$ cat src/core/cpt_pkg.sv
// package: register map, field layout and carriers of the coexistence priority table
package cpt_pkg;

   // sizes
   localparam int unsigned CPT_REG_WIDTH = 16;
   localparam int unsigned CPT_ENTRY_COUNT = 14;
   localparam int unsigned CPT_INDEX_WIDTH = 4;
   localparam int unsigned CPT_CLASS_WIDTH = 3;
   localparam int unsigned CPT_OWNER_WIDTH = 2;
   // only the low byte-address bits are decoded; the upper bits alias
   localparam int unsigned CPT_DEC_WIDTH = 10;

   // register indices; byte address is four times the index
   localparam logic [31:0] CPT_IDX_CTRL = 32'h5000_2f02;
   localparam logic [31:0] CPT_IDX_MONITOR = 32'h5000_2f04;
   localparam logic [31:0] CPT_IDX_CLASS_TAG = 32'h5000_2f0a;
   localparam logic [31:0] CPT_IDX_ENTRY [CPT_ENTRY_COUNT] = '{
      32'h5000_2f12, 32'h5000_2f14, 32'h5000_2f16, 32'h5000_2f18,
      32'h5000_2f1a, 32'h5000_2f1c, 32'h5000_2f1e, 32'h5000_2f20,
      32'h5000_2f22, 32'h5000_2f24, 32'h5000_2f26, 32'h5000_2f28,
      32'h5000_2f2a, 32'h5000_2f2c};

   // field positions
   localparam int unsigned CPT_CLASS_LSB = 0;
   localparam int unsigned CPT_OWNER_LSB = 3;
   localparam int unsigned CPT_ENTRY_BITS = 5;
   localparam int unsigned CPT_CTRL_SEL_BIT = 0;
   localparam int unsigned CPT_MON_BITS = 8;

   // owner encoding shared with the arbitration winner (values arbitrary here)
   localparam logic [1:0] CPT_OWNER_RADIO = 2'h1;
   localparam logic [1:0] CPT_OWNER_EXT = 2'h2;
   localparam logic [2:0] CPT_EXT_CLASS = 3'h0;

   // reset values
   localparam logic [1:0] CPT_OWNER_RESET [CPT_ENTRY_COUNT] = '{
      2'h3, 2'h1, 2'h2, 2'h0, 2'h0, 2'h0, 2'h0,
      2'h0, 2'h0, 2'h0, 2'h0, 2'h0, 2'h0, 2'h0};
   localparam logic [2:0] CPT_CLASS_RESET = 3'h0;
   localparam logic [2:0] CPT_TAG_RESET = 3'h0;
   localparam logic CPT_SEL_RESET = 1'b0;

   // bus answers
   localparam logic [1:0] CPT_RESP_OKAY = 2'h0;
   localparam logic [1:0] CPT_RESP_SLVERR = 2'h2;

   typedef struct packed {
      logic [1:0] owner;
      logic [2:0] cls;
   } cpt_entry_type;

   typedef struct packed {
      logic overwrite;
      logic passed;
      logic is_tx;
      logic spare;
      logic [3:0] ptr;
   } cpt_monitor_type;

   typedef struct packed {
      logic valid;
      logic [1:0] owner;
      logic is_tx;
      logic passed;
   } cpt_done_type;

endpackage

$ cat src/core/cpt_entry_match.sv
// one priority entry compared against a packet's owner and class
`timescale 1ns/1ps
module cpt_entry_match
   import cpt_pkg::*;
(
   // entry contents
   input wire cpt_pkg::cpt_entry_type entry,
   // packet being classified
   input wire logic [1:0] owner,
   input wire logic [2:0] cls,
   // result
   output logic hit
);
   // both owner and class must agree
   assign hit = (entry.owner == owner) && (entry.cls == cls);
endmodule

$ cat src/core/cpt_top.sv
// coexistence priority table: registers over AXI4-Lite, entry matching, completion monitor
//
// Added by the designer: the AXI4-Lite register port.
`timescale 1ns/1ps
module cpt_top
(
   // clock and reset
   input wire logic core_clk,
   input wire logic reset,
   // axi4-lite write address
   input wire logic [31:0] s_axi_awaddr,
   input wire logic s_axi_awvalid,
   output logic s_axi_awready,
   // axi4-lite write data
   input wire logic [31:0] s_axi_wdata,
   input wire logic [3:0] s_axi_wstrb,
   input wire logic s_axi_wvalid,
   output logic s_axi_wready,
   // axi4-lite write response
   output logic [1:0] s_axi_bresp,
   output logic s_axi_bvalid,
   input wire logic s_axi_bready,
   // axi4-lite read address
   input wire logic [31:0] s_axi_araddr,
   input wire logic s_axi_arvalid,
   output logic s_axi_arready,
   // axi4-lite read data
   output logic [31:0] s_axi_rdata,
   output logic [1:0] s_axi_rresp,
   output logic s_axi_rvalid,
   input wire logic s_axi_rready,
   // radio MAC side
   input wire logic radio_active,
   input wire logic [2:0] radio_mac_class,
   // completion events from the arbitration core
   input wire cpt_pkg::cpt_done_type done_event,
   // towards the arbitration core
   output cpt_pkg::cpt_entry_type priority_table [cpt_pkg::CPT_ENTRY_COUNT],
   output logic class_source_select,
   output logic [2:0] radio_class_eff,
   output logic [3:0] radio_pri_index,
   output logic [3:0] ext_pri_index
);
   import cpt_pkg::*;

   // register state
   // the tag written by software, and the copy frozen for the running transaction
   logic [2:0] next_txn_class_tag;
   logic [2:0] latched_tag;
   logic radio_active_q;
   cpt_monitor_type monitor;

   // write channel state
   // each half of a write is held on its own until the response is taken
   logic aw_held;
   logic w_held;
   logic next_aw_held;
   logic next_w_held;
   logic [CPT_DEC_WIDTH-1:0] aw_addr;
   logic [31:0] w_data;
   logic [3:0] w_strb;
   logic write_fire;
   logic b_done;

   // read channel state
   logic ar_take;
   logic r_done;
   logic [31:0] read_word;
   logic read_hit;
   logic mon_read;

   // matching
   logic [2:0] class_now;
   logic [CPT_ENTRY_COUNT-1:0] radio_hits;
   logic [CPT_ENTRY_COUNT-1:0] ext_hits;
   logic [CPT_ENTRY_COUNT-1:0] done_hits;
   logic [2:0] done_class;
   logic [3:0] done_index;

   // byte address of a register index, cut to the decoded bits
   // the full index times four overflows 32 bits, so only the decoded bits are kept
   function automatic logic [CPT_DEC_WIDTH-1:0] byte_addr(input logic [31:0] idx);
      logic [33:0] full;
      full = {idx, 2'b00};
      return full[CPT_DEC_WIDTH-1:0];
   endfunction

   // lowest entry number wins; zero means no entry matched
   // overlapping entries are legal; software sets precedence by entry order
   function automatic logic [3:0] first_hit(input logic [CPT_ENTRY_COUNT-1:0] hits);
      logic [3:0] idx;
      idx = 4'h0;
      for (int i = CPT_ENTRY_COUNT - 1; i >= 0; i--) begin
         if (hits[i]) begin
            idx = 4'(i + 1);
         end
      end
      return idx;
   endfunction

   // write channel handshakes
   // write_fire lasts one cycle: bvalid rises at its end and masks it
   assign b_done = s_axi_bvalid && s_axi_bready;
   assign write_fire = aw_held && w_held && !s_axi_bvalid;

   // address and data may arrive in either order; each is held until the response
   // a held half is never dropped early, so a slow data phase cannot lose the address
   always_comb begin
      next_aw_held = aw_held;
      next_w_held = w_held;
      if (s_axi_awvalid && s_axi_awready) begin
         next_aw_held = 1'b1;
      end else if (b_done) begin
         next_aw_held = 1'b0;
      end
      if (s_axi_wvalid && s_axi_wready) begin
         next_w_held = 1'b1;
      end else if (b_done) begin
         next_w_held = 1'b0;
      end
   end

   // ready drops while a write is pending, so one write at a time
   // limitation: no pipelining, back-to-back writes cost two dead cycles each
   always_ff @(posedge core_clk or posedge reset) begin
      if (reset) begin
         aw_held <= 1'b0;
         w_held <= 1'b0;
         s_axi_awready <= 1'b0;
         s_axi_wready <= 1'b0;
      end else begin
         aw_held <= next_aw_held;
         w_held <= next_w_held;
         s_axi_awready <= !next_aw_held;
         s_axi_wready <= !next_w_held;
      end
   end

   // captured address and data
   // upper address bits are ignored, so the map repeats every 1 KiB
   always_ff @(posedge core_clk or posedge reset) begin
      if (reset) begin
         aw_addr <= '0;
         w_data <= 32'h0000_0000;
         w_strb <= 4'h0;
      end else begin
         if (s_axi_awvalid && s_axi_awready) begin
            aw_addr <= s_axi_awaddr[CPT_DEC_WIDTH-1:0];
         end
         if (s_axi_wvalid && s_axi_wready) begin
            w_data <= s_axi_wdata;
            w_strb <= s_axi_wstrb;
         end
      end
   end

   // write response; unmapped addresses answer with an error and change nothing
   // the answer depends on decode alone; strobes never change it
   always_ff @(posedge core_clk or posedge reset) begin
      if (reset) begin
         s_axi_bvalid <= 1'b0;
         s_axi_bresp <= CPT_RESP_OKAY;
      end else if (write_fire) begin
         s_axi_bvalid <= 1'b1;
         s_axi_bresp <= CPT_RESP_SLVERR;
         if (aw_addr == byte_addr(CPT_IDX_CTRL) || aw_addr == byte_addr(CPT_IDX_CLASS_TAG)
               || aw_addr == byte_addr(CPT_IDX_MONITOR)) begin
            s_axi_bresp <= CPT_RESP_OKAY;
         end
         for (int i = 0; i < CPT_ENTRY_COUNT; i++) begin
            if (aw_addr == byte_addr(CPT_IDX_ENTRY[i])) begin
               s_axi_bresp <= CPT_RESP_OKAY;
            end
         end
      end else if (b_done) begin
         s_axi_bvalid <= 1'b0;
      end
   end

   // class tag and source select; only lane 0 holds live bits
   // a write with lane 0 disabled still answers okay but changes nothing
   always_ff @(posedge core_clk or posedge reset) begin
      if (reset) begin
         next_txn_class_tag <= CPT_TAG_RESET;
         class_source_select <= CPT_SEL_RESET;
      end else if (write_fire && w_strb[0]) begin
         if (aw_addr == byte_addr(CPT_IDX_CLASS_TAG)) begin
            next_txn_class_tag <= w_data[2:0];
         end
         if (aw_addr == byte_addr(CPT_IDX_CTRL)) begin
            class_source_select <= w_data[CPT_CTRL_SEL_BIT];
         end
      end
   end

   // priority entries; the monitor register is read-only, writes to it do nothing
   // whole entry written at once, so owner and class never disagree mid-update
   always_ff @(posedge core_clk or posedge reset) begin
      if (reset) begin
         for (int i = 0; i < CPT_ENTRY_COUNT; i++) begin
            priority_table[i].owner <= CPT_OWNER_RESET[i];
            priority_table[i].cls <= CPT_CLASS_RESET;
         end
      end else if (write_fire && w_strb[0]) begin
         for (int i = 0; i < CPT_ENTRY_COUNT; i++) begin
            if (aw_addr == byte_addr(CPT_IDX_ENTRY[i])) begin
               // bits above 4 are dropped
               priority_table[i] <= w_data[CPT_ENTRY_BITS-1:0];
            end
         end
      end
   end

   // read channel handshakes
   // mon_read marks the edge at which the monitor is cleared
   assign ar_take = s_axi_arvalid && s_axi_arready;
   assign r_done = s_axi_rvalid && s_axi_rready;
   assign mon_read = ar_take && (s_axi_araddr[CPT_DEC_WIDTH-1:0] == byte_addr(CPT_IDX_MONITOR));

   // read decode; reserved bits come back as zero
   // unmapped reads give zero data and a slave error
   always_comb begin
      read_word = 32'h0000_0000;
      read_hit = 1'b0;
      if (s_axi_araddr[CPT_DEC_WIDTH-1:0] == byte_addr(CPT_IDX_CLASS_TAG)) begin
         read_word[2:0] = next_txn_class_tag;
         read_hit = 1'b1;
      end
      if (s_axi_araddr[CPT_DEC_WIDTH-1:0] == byte_addr(CPT_IDX_CTRL)) begin
         read_word[CPT_CTRL_SEL_BIT] = class_source_select;
         read_hit = 1'b1;
      end
      if (s_axi_araddr[CPT_DEC_WIDTH-1:0] == byte_addr(CPT_IDX_MONITOR)) begin
         read_word[CPT_MON_BITS-1:0] = monitor;
         read_hit = 1'b1;
      end
      for (int i = 0; i < CPT_ENTRY_COUNT; i++) begin
         if (s_axi_araddr[CPT_DEC_WIDTH-1:0] == byte_addr(CPT_IDX_ENTRY[i])) begin
            read_word[CPT_ENTRY_BITS-1:0] = priority_table[i];
            read_hit = 1'b1;
         end
      end
   end

   // data is sampled at the address edge, so a later write never tears it
   // arready stays low while rvalid stands: one read in flight
   always_ff @(posedge core_clk or posedge reset) begin
      if (reset) begin
         s_axi_arready <= 1'b0;
         s_axi_rvalid <= 1'b0;
         s_axi_rdata <= 32'h0000_0000;
         s_axi_rresp <= CPT_RESP_OKAY;
      end else begin
         if (ar_take) begin
            s_axi_arready <= 1'b0;
            s_axi_rvalid <= 1'b1;
            s_axi_rdata <= read_word;
            s_axi_rresp <= read_hit ? CPT_RESP_OKAY : CPT_RESP_SLVERR;
         end else if (r_done) begin
            s_axi_arready <= 1'b1;
            s_axi_rvalid <= 1'b0;
         end else if (!s_axi_rvalid) begin
            s_axi_arready <= 1'b1;
         end
      end
   end

   // the tag is frozen at the start of each radio transaction
   // a tag written in the very cycle of the rise misses that transaction
   always_ff @(posedge core_clk or posedge reset) begin
      if (reset) begin
         radio_active_q <= 1'b0;
         latched_tag <= CPT_TAG_RESET;
      end else begin
         radio_active_q <= radio_active;
         if (radio_active && !radio_active_q) begin
            // software is trusted not to move the tag mid-transaction
            latched_tag <= next_txn_class_tag;
         end
      end
   end

   // effective radio class: latched tag, or the MAC's own class lines
   // the select may change at any time; the registered lookups follow one cycle later, the completion lookup at once
   assign class_now = class_source_select ? radio_mac_class : latched_tag;

   // completion class: external traffic is always class zero
   // owners 0 and 3 fall back to the radio class
   assign done_class = (done_event.owner == CPT_OWNER_EXT) ? CPT_EXT_CLASS : class_now;

   // one comparator per entry for each of the three lookups
   // area traded for a shallow path: no shared comparator, no sequencing
   for (genvar g = 0; g < CPT_ENTRY_COUNT; g++) begin : g_match
      cpt_entry_match radio_match (
         .entry(priority_table[g]),
         .owner(CPT_OWNER_RADIO),
         .cls(class_now),
         .hit(radio_hits[g])
      );
      cpt_entry_match ext_match (
         .entry(priority_table[g]),
         .owner(CPT_OWNER_EXT),
         .cls(CPT_EXT_CLASS),
         .hit(ext_hits[g])
      );
      cpt_entry_match done_match (
         .entry(priority_table[g]),
         .owner(done_event.owner),
         .cls(done_class),
         .hit(done_hits[g])
      );
   end

   // completion lookup is combinational; the monitor register holds its result
   assign done_index = first_hit(done_hits);

   // registered lookups; one cycle behind any table or class change
   // index zero doubles as no match, so entry numbers start at one
   always_ff @(posedge core_clk or posedge reset) begin
      if (reset) begin
         radio_class_eff <= CPT_TAG_RESET;
         radio_pri_index <= 4'h0;
         ext_pri_index <= 4'h0;
      end else begin
         radio_class_eff <= class_now;
         radio_pri_index <= first_hit(radio_hits);
         ext_pri_index <= first_hit(ext_hits);
      end
   end

   // completion monitor; a new report beats a clearing read in the same cycle
   // overwrite stays set until software reads the monitor
   always_ff @(posedge core_clk or posedge reset) begin
      if (reset) begin
         monitor <= '0;
      end else if (done_event.valid && done_index != 4'h0) begin
         monitor.ptr <= done_index;
         monitor.is_tx <= done_event.is_tx;
         monitor.passed <= done_event.passed;
         monitor.spare <= 1'b0;
         // overwrite only if an unread report is lost
         monitor.overwrite <= !mon_read && (monitor.overwrite || monitor.ptr != 4'h0);
      end else if (mon_read) begin
         monitor <= '0;
      end
      // unmatched completions fall through and leave the monitor alone
   end

endmodule
$ cat config.mk
export PLATFORM = sky130hd
export DESIGN_NAME = cpt_top
export DESIGN_NICKNAME = d
export VERILOG_FILES = /design/src/core/cpt_pkg.sv /design/src/core/cpt_entry_match.sv /design/src/core/cpt_top.sv
export SDC_FILE = /design/constraint.sdc
export NUM_CORES = 1
export LEC_CHECK = 0
export ABC_AREA = 0
export BUFFER_PORTS_ARGS = -buffer_cell sky130_fd_sc_hd__buf_4
export CAP_MARGIN = 20
export CORE_MARGIN = 2
export CORE_UTILIZATION = 54
export CTS_CLUSTER_DIAMETER = 30
export DETAILED_ROUTE_END_ITERATION = 6
export MAX_ROUTING_LAYER = met4
export PLACE_DENSITY = 0.92
export REMOVE_ABC_BUFFERS = 1
export SETUP_SLACK_MARGIN = 0.5
export SLEW_MARGIN = 20
export SYNTH_ARGS = -nofsm -noshare
export SYNTH_HDL_FRONTEND = slang
export SYNTH_HIERARCHICAL = 1
export SYNTH_SLANG_ARGS = --single-unit
$ cat constraint.sdc
create_clock -name core_clk -period 5.21 [get_ports core_clk]
set_clock_uncertainty 0.15 [all_clocks]
set_input_delay 0.7815 -clock core_clk [delete_from_list [all_inputs] [get_ports core_clk]]
set_output_delay 0.7815 -clock core_clk [all_outputs]
set_load 0.1 [all_outputs]
After elaboration in Yosys (flattened, before gate mapping)
Index checks and enable logic that the tools add are counted.
{"block": "totals", "n_memories": 0, "regBits": 132, "latch_bits": 0, "out_inout_bits": 123, "mem_bits_rw": 0, "inputBits": 116, "elab_cells": 363, "romBits": 0}
{"block": "op_classes", "n_addsub": 0, "n_div": 0, "eq_ne": 106, "order_cmp": 0, "shifts": 0, "n_mux": 107, "reduce_logical": 97, "n_mul": 0, "bitwise_logic": 0}
{"operator": "$mux 4", "count": 42}
{"operator": "$eq 10x7->1 const B", "count": 14}
{"operator": "$eq 10x8->1 const B", "count": 14}
{"operator": "$eq 3x3->1", "count": 28}
{"operator": "$mux 5", "count": 14}
{"operator": "$logic_and 1x1->1", "count": 54}
{"operator": "$logic_not 3->1", "count": 14}
{"operator": "$mux 2", "count": 16}
{"operator": "$reduce_and 2->1", "count": 16}
{"operator": "$eq 2x2->1 const B", "count": 15}
{"operator": "$mux 1", "count": 29}
{"operator": "$eq 2x1->1 const B", "count": 14}
{"operator": "$eq 2x2->1", "count": 14}
{"operator": "$mux 8", "count": 3}
{"operator": "$eq 10x4->1 const B", "count": 2}
{"operator": "$eq 10x5->1 const B", "count": 2}
{"operator": "$eq 10x6->1 const B", "count": 2}
{"operator": "$mux 3", "count": 3}
{"operator": "$reduce_bool 4->1", "count": 2}
{"operator": "$reduce_bool 2->1", "count": 3}
{"operator": "$logic_not 1->1", "count": 5}
{"operator": "$logic_or 1x1->1", "count": 3}
{"operator": "$ne 3x1->1 const B", "count": 1}

Longest topological paths before layout
{"block": "logic_depth", "ltp_word": 21, "depth_mapped": 11, "depth_no_buf": 11}

Hierarchy
The synthesis kept the hierarchy.
{"module": "cpt_top", "area_per_inst_um2": 6657.6, "n_inst": 1, "cells_each": 603}
{"module": "cpt_entry_match", "area_per_inst_um2": 58.8, "n_inst": 42, "cells_each": 7}

Worst setup path before layout
No wires, ideal clock.
{"block": "synth_timing", "path_kind": "register to register", "startpoint": "reg class_source_select", "endpoint": "reg monitor[1] (netlist bit)", "arrival_time_ps": 4639, "slack_ps": 358, "path_stages_with_launch": 10, "setup_time_ps": 64, "synth_period_minus_slack_ps": 4852, "path_buffers": 0, "cell_sequence": "dfrtp_1 > mux2_2 > a21boi_0 > xor2_1 > nor3_2 > or4_4 > nand2b_4 > o41a_4 > nor2_2 > a22o_2"}
{"element": "start: declaration", "line": "cpt_top.sv:39", "rtl": "output logic class_source_select,"}
{"element": "start signal: assignment", "line": "cpt_top.sv:191", "rtl": "class_source_select <= w_data[CPT_CTRL_SEL_BIT];"}
{"element": "$mux 3 *", "line": "cpt_top.sv:285", "rtl": "assign class_now = class_source_select ? radio_mac_class : latched_tag;"}
{"element": "net class_now[0]", "line": "cpt_top.sv:73", "rtl": "logic [2:0] class_now;"}
{"element": "$mux 3 *", "line": "cpt_top.sv:289", "rtl": "assign done_class = (done_event.owner == CPT_OWNER_EXT) ? CPT_EXT_CLASS : class_now;"}
{"element": "net done_class[0]", "line": "cpt_top.sv:77", "rtl": "logic [2:0] done_class;"}
{"element": "$eq 3x3->1 *", "line": "cpt_entry_match.sv:15", "rtl": "assign hit = (entry.owner == owner) && (entry.cls == cls);"}
{"element": "$logic_and 1x1->1 *", "line": "cpt_entry_match.sv:15"}
{"element": "net done_hits[10]", "line": "cpt_top.sv:76", "rtl": "logic [CPT_ENTRY_COUNT-1:0] done_hits;"}
{"element": "$mux 4 * (11 in a row)", "line": "cpt_top.sv:94", "rtl": "if (hits[i]) begin"}
{"element": "$reduce_bool 4->1", "line": "cpt_top.sv:336", "rtl": "end else if (done_event.valid && done_index != 4'h0) begin"}
{"element": "$logic_and 1x1->1", "line": "cpt_top.sv:336"}
{"element": "$mux 8 / $reduce_bool 2->1 (equally long branches)"}
{"element": "end: declaration", "line": "cpt_top.sv:51", "rtl": "cpt_monitor_type monitor;"}
The timed path passes the listed nets; every way through them passes the cells marked *.
A chain may end at the register's enable or synchronous reset.

Final worst setup path
{"block": "layout_timing", "startpoint": "reg class_source_select", "endpoint": "reg monitor[3] (netlist bit)"}
{"element": "$mux 3 *", "line": "cpt_top.sv:285"}
{"element": "net class_now[0]", "line": "cpt_top.sv:73"}
{"element": "$mux 3 *", "line": "cpt_top.sv:289"}
{"element": "net done_class[0]", "line": "cpt_top.sv:77"}
{"element": "$eq 3x3->1 *", "line": "cpt_entry_match.sv:15"}
{"element": "$logic_and 1x1->1 *", "line": "cpt_entry_match.sv:15"}
{"element": "net done_hits[5]", "line": "cpt_top.sv:76"}
{"element": "$mux 4 * (6 in a row)", "line": "cpt_top.sv:94"}
{"element": "$reduce_bool 4->1", "line": "cpt_top.sv:336"}
{"element": "$logic_and 1x1->1", "line": "cpt_top.sv:336"}
{"element": "$mux 8 / $reduce_bool 2->1 (equally long branches)"}
Marks and branches as above.

==> flow_summary_export.csv <==
group,metric,value,unit
floorplan,num_rows,47,
logic_synthesis,yosys-top-cells-count,"xnor2_1 (126), dfrtp_1 (125), mux2_2 (100)",
floorplan,die_h,134,µm
logic_synthesis,ys_top_cells_by_area,"dfrtp_1 (34%), mux2_2 (12%), xnor2_1 (12%)",
logic_synthesis,yosys.area.top_type,"dfrtp_1",
floorplan,die_w,134,µm
worst_setup_path,worstPathMaxFanout,16,
pwr,combPwrFrac,0.321,
timing,rsz0062_at_grt,"no",
timing,fmax,0.257,GHz
cts,cts_buffer_depth,2,
pwr,ir_drop,0.424,mV
final_layout,fin_nets,1247,
logic_synthesis,synth_cell_type_count,70,
logic_synthesis,synth_top_family_by_area,"XOR/XNOR gates",
timing,slew_viol_final,0,
final_layout,antenna-diode-count,0,
pwr,internal-power,2400,µW
logic_synthesis,synth_compound_area_frac,0.0862,
worst_setup_path,crit_chain,"mux2_2 > a21boi_2 > buf_4 > xor2_1 > nor3_2 > nor4_1 > nand2_1 > o41a_4 > nor2_2 > nand2_1 > o21ai_0",
logic_synthesis,yosysMostFrequentCell,"xnor2_1",
grt,grt_max_degree,65,
timing,worst_hold_slack,0.218,ns
grt,grt_pass1_vias,7610,
floorplan,die_area,18000,µm²
timing,period_needed,3.89,ns
detailed_routing,ant_nets,0,
detailed_routing,drt_first_iter_violations,599,
logic_synthesis,synth_edf_count,0,
cts,cts-hold-fix-buffers,0,
min_path,hold_class,"in2async",
detailed_routing,firstDrtPassIters,5,
logic_synthesis,synth-adder-area-share,0,
final_layout,syn2layout_area_growth,23.6,%
grt,grt_overflow,0,
final_layout,utilization,0.683,
placement,gp_congestion,0.989,
pwr,swShare,0.408,
worst_setup_path,worstPathArrival,4.08,ns
worst_setup_path,crit_top_cell,"nand2_1",
final_layout,final_cell_count_no_fill,1364,
placement,portBuffers,138,
final_layout,layout-drive-gt1-share,0.300,
floorplan,coreArea,16500,µm²
logic_synthesis,synthMuxAreaShare,0.138,
grt,gr-usage-all-layers,0.312,
timing,fin_setup_tns,0,ns
cts,cts_buffers,17,
floorplan,ioPinCount,239,
logic_synthesis,synthSimpleGateAreaFrac,0.176,
cts,cts_resized,0,
timing,setup_viol_count_final,0,
logic_synthesis,synthXorXnorAreaFrac,0.202,
logic_synthesis,synth_ff_type,"dfrtp_1",
worst_setup_path,critical-path-max-stage-delay,0.66,ns
cts,clock-root-buffer,"clkbuf_16",
worst_setup_path,cp.required,5.40,ns
detailed_routing,routedWlPerCell,19.5,µm
pwr,seqPwrFrac,0.356,
worst_setup_path,crit_family,"compound AO/OA/AOI/OAI gates",
logic_synthesis,netlist_instances,897,
grt,grt_pass1_wl,41600,µm
placement,dp.final_hpwl,19100,µm
worst_setup_path,endpoint_kind,"flop",
pwr,clkPwrFrac,0.323,
pwr,leakage,0.00523,µW
cts,cts_tree,"built",
pwr,power-per-cell-area,360,nW/µm²
worst_setup_path,critPathSlowestCell,"mux2_2",
worst_setup_path,path_class,"reg2reg",
detailed_routing,vias,7694,
worst_setup_path,path_buf_inv,1,
placement,placed_cells,1332,
logic_synthesis,synth-seq-cells,129,
logic_synthesis,ys_async_sr_fraction,1.00,
logic_synthesis,synth_area_per_cell,10.2,µm²
logic_synthesis,syn_area,9130,µm²
pwr,p_sw,1660,µW
grt,grt_antenna_before_repair,0,
detailed_routing,vias_per_cell,5.64,
floorplan,initial_core_util,0.552,
logic_synthesis,synth_warnings,6,
detailed_routing,drc,0,
outcome,status,"completed",
cts,cts_sinks,129,
timing,maxSlewHeadroom,0.347,
cts,cts.htree.levels,4,
flow_run,maxCapViolations,0,
detailed_routing,wl,26600,µm
cts,clk_latency,0.43,ns
timing,tightest_slew,0.978,ns
timing,fin_crit_sh,0.746,
timing,finalHoldViolCount,0,
logic_synthesis,ys_seq_area_frac,0.354,
cts,postCtsSetupBuffers,0,
logic_synthesis,synth.top_cell.area_share,0.343,
worst_setup_path,start_kind,"flop",
cts,clk_pin_slew,0.05,ns
[final cells by class]
| type | instances | area, µm² |
|---|---|---|
| Clock buffer | 22 | 454 |
| Clock inverter | 10 | 184 |
| Fill cell | 1225 | 5240 |
| Inverter | 21 | 81.3 |
| Multi-Input combinational cell | 816 | 5960 |
| Sequential cell | 129 | 3230 |
| Tap cell | 220 | 275 |
| Timing Repair Buffer | 146 | 1100 |
[flip-flops by register name, indices dropped and copies added, names as in the netlist, 3 cells and up]
name / cells
latched_tag: 3
monitor: 7
radio_pri_index: 4
ext_pri_index: 4
s_axi_rdata: 8
w_data: 5
next_txn_class_tag: 3
radio_class_eff: 3
aw_addr: 10
priority_table: 70
[routing by layer]
layer	GRT usage	vias to the layer above	part of all wire
li1	-	3488	-
met1	0.397	3734	0.41
met2	0.487	394	0.46
met3	0.0654	78	0.085
met4	0.131	0	0.037
met5	-	-	0
[cells in the final DEF (no fill, tap or decap), drive strengths merged, types with 7 or more instances in the layout]
cell    netlist  routed
nor3b         9       9
conb          2     124
mux2        100     100
xor2         84      84
o211ai        7       7
xnor2       126     126
dfrtp       125     125
nand2b       17      17
nor4          9       9
o21ai        27      27
a211oi        7       7
clkbuf       11      22
mux2i        11      11
nor2b        18      18
nor2         31      31
nand2        44      44
inv          21      21
buf          42     146
nor3         57      57
a21oi        22      22
nand3        50      50
[logic make-up (layout without fill, tap and decap cells)]
logic type	count (synthesis)	in the layout
mux	112	112
xor+xnor	210	210
buf+inv	74	199
compound gates	115	115
flops	129	129
other cells	2	124
simple gates	255	255
[final timing paths]
kind	from	endpoint	slack, ns	depth (start not counted)
max in group asynchronous	reset	s_axi_rdata[1]	3.56	3
hold reg to reg	monitor[6]	s_axi_rdata[6]	0.34	1
hold / removal	reset	priority_table[47]	0.22	2
setup reg to reg	class_source_select	monitor[3]	1.32	11
min in group core_clk	radio_active	radio_active_q	0.32	1
setup / recovery	class_source_select	monitor[3]	1.32	11
[power by group through the flow]
stage | sequential [µW] | clock (µW) | combinational (µW)
floorplan | 1740 | 0 | 609
global placement | 1440 | 0 | 1270
detailed placement | 1450 | 0 | 1290
CTS | 1440 | 1320 | 1300
global route | 1460 | 1360 | 1380
finish | 1450 | 1310 | 1300
[metrics by stage]
stage | cell area, µm² | power (µW) | setup WS [ns]
after global routing | 11300 | 4200 | 1.13
final | 11300 | 4060 | 1.32
after CTS | 11300 | 4050 | 1.43
after global placement | 10600 | 2700 | 1.15
after detailed placement | 10600 | 2740 | 1.12
after floorplan | 9270 | 2350 | 0.358
Power figures use the tool's default switching activity.
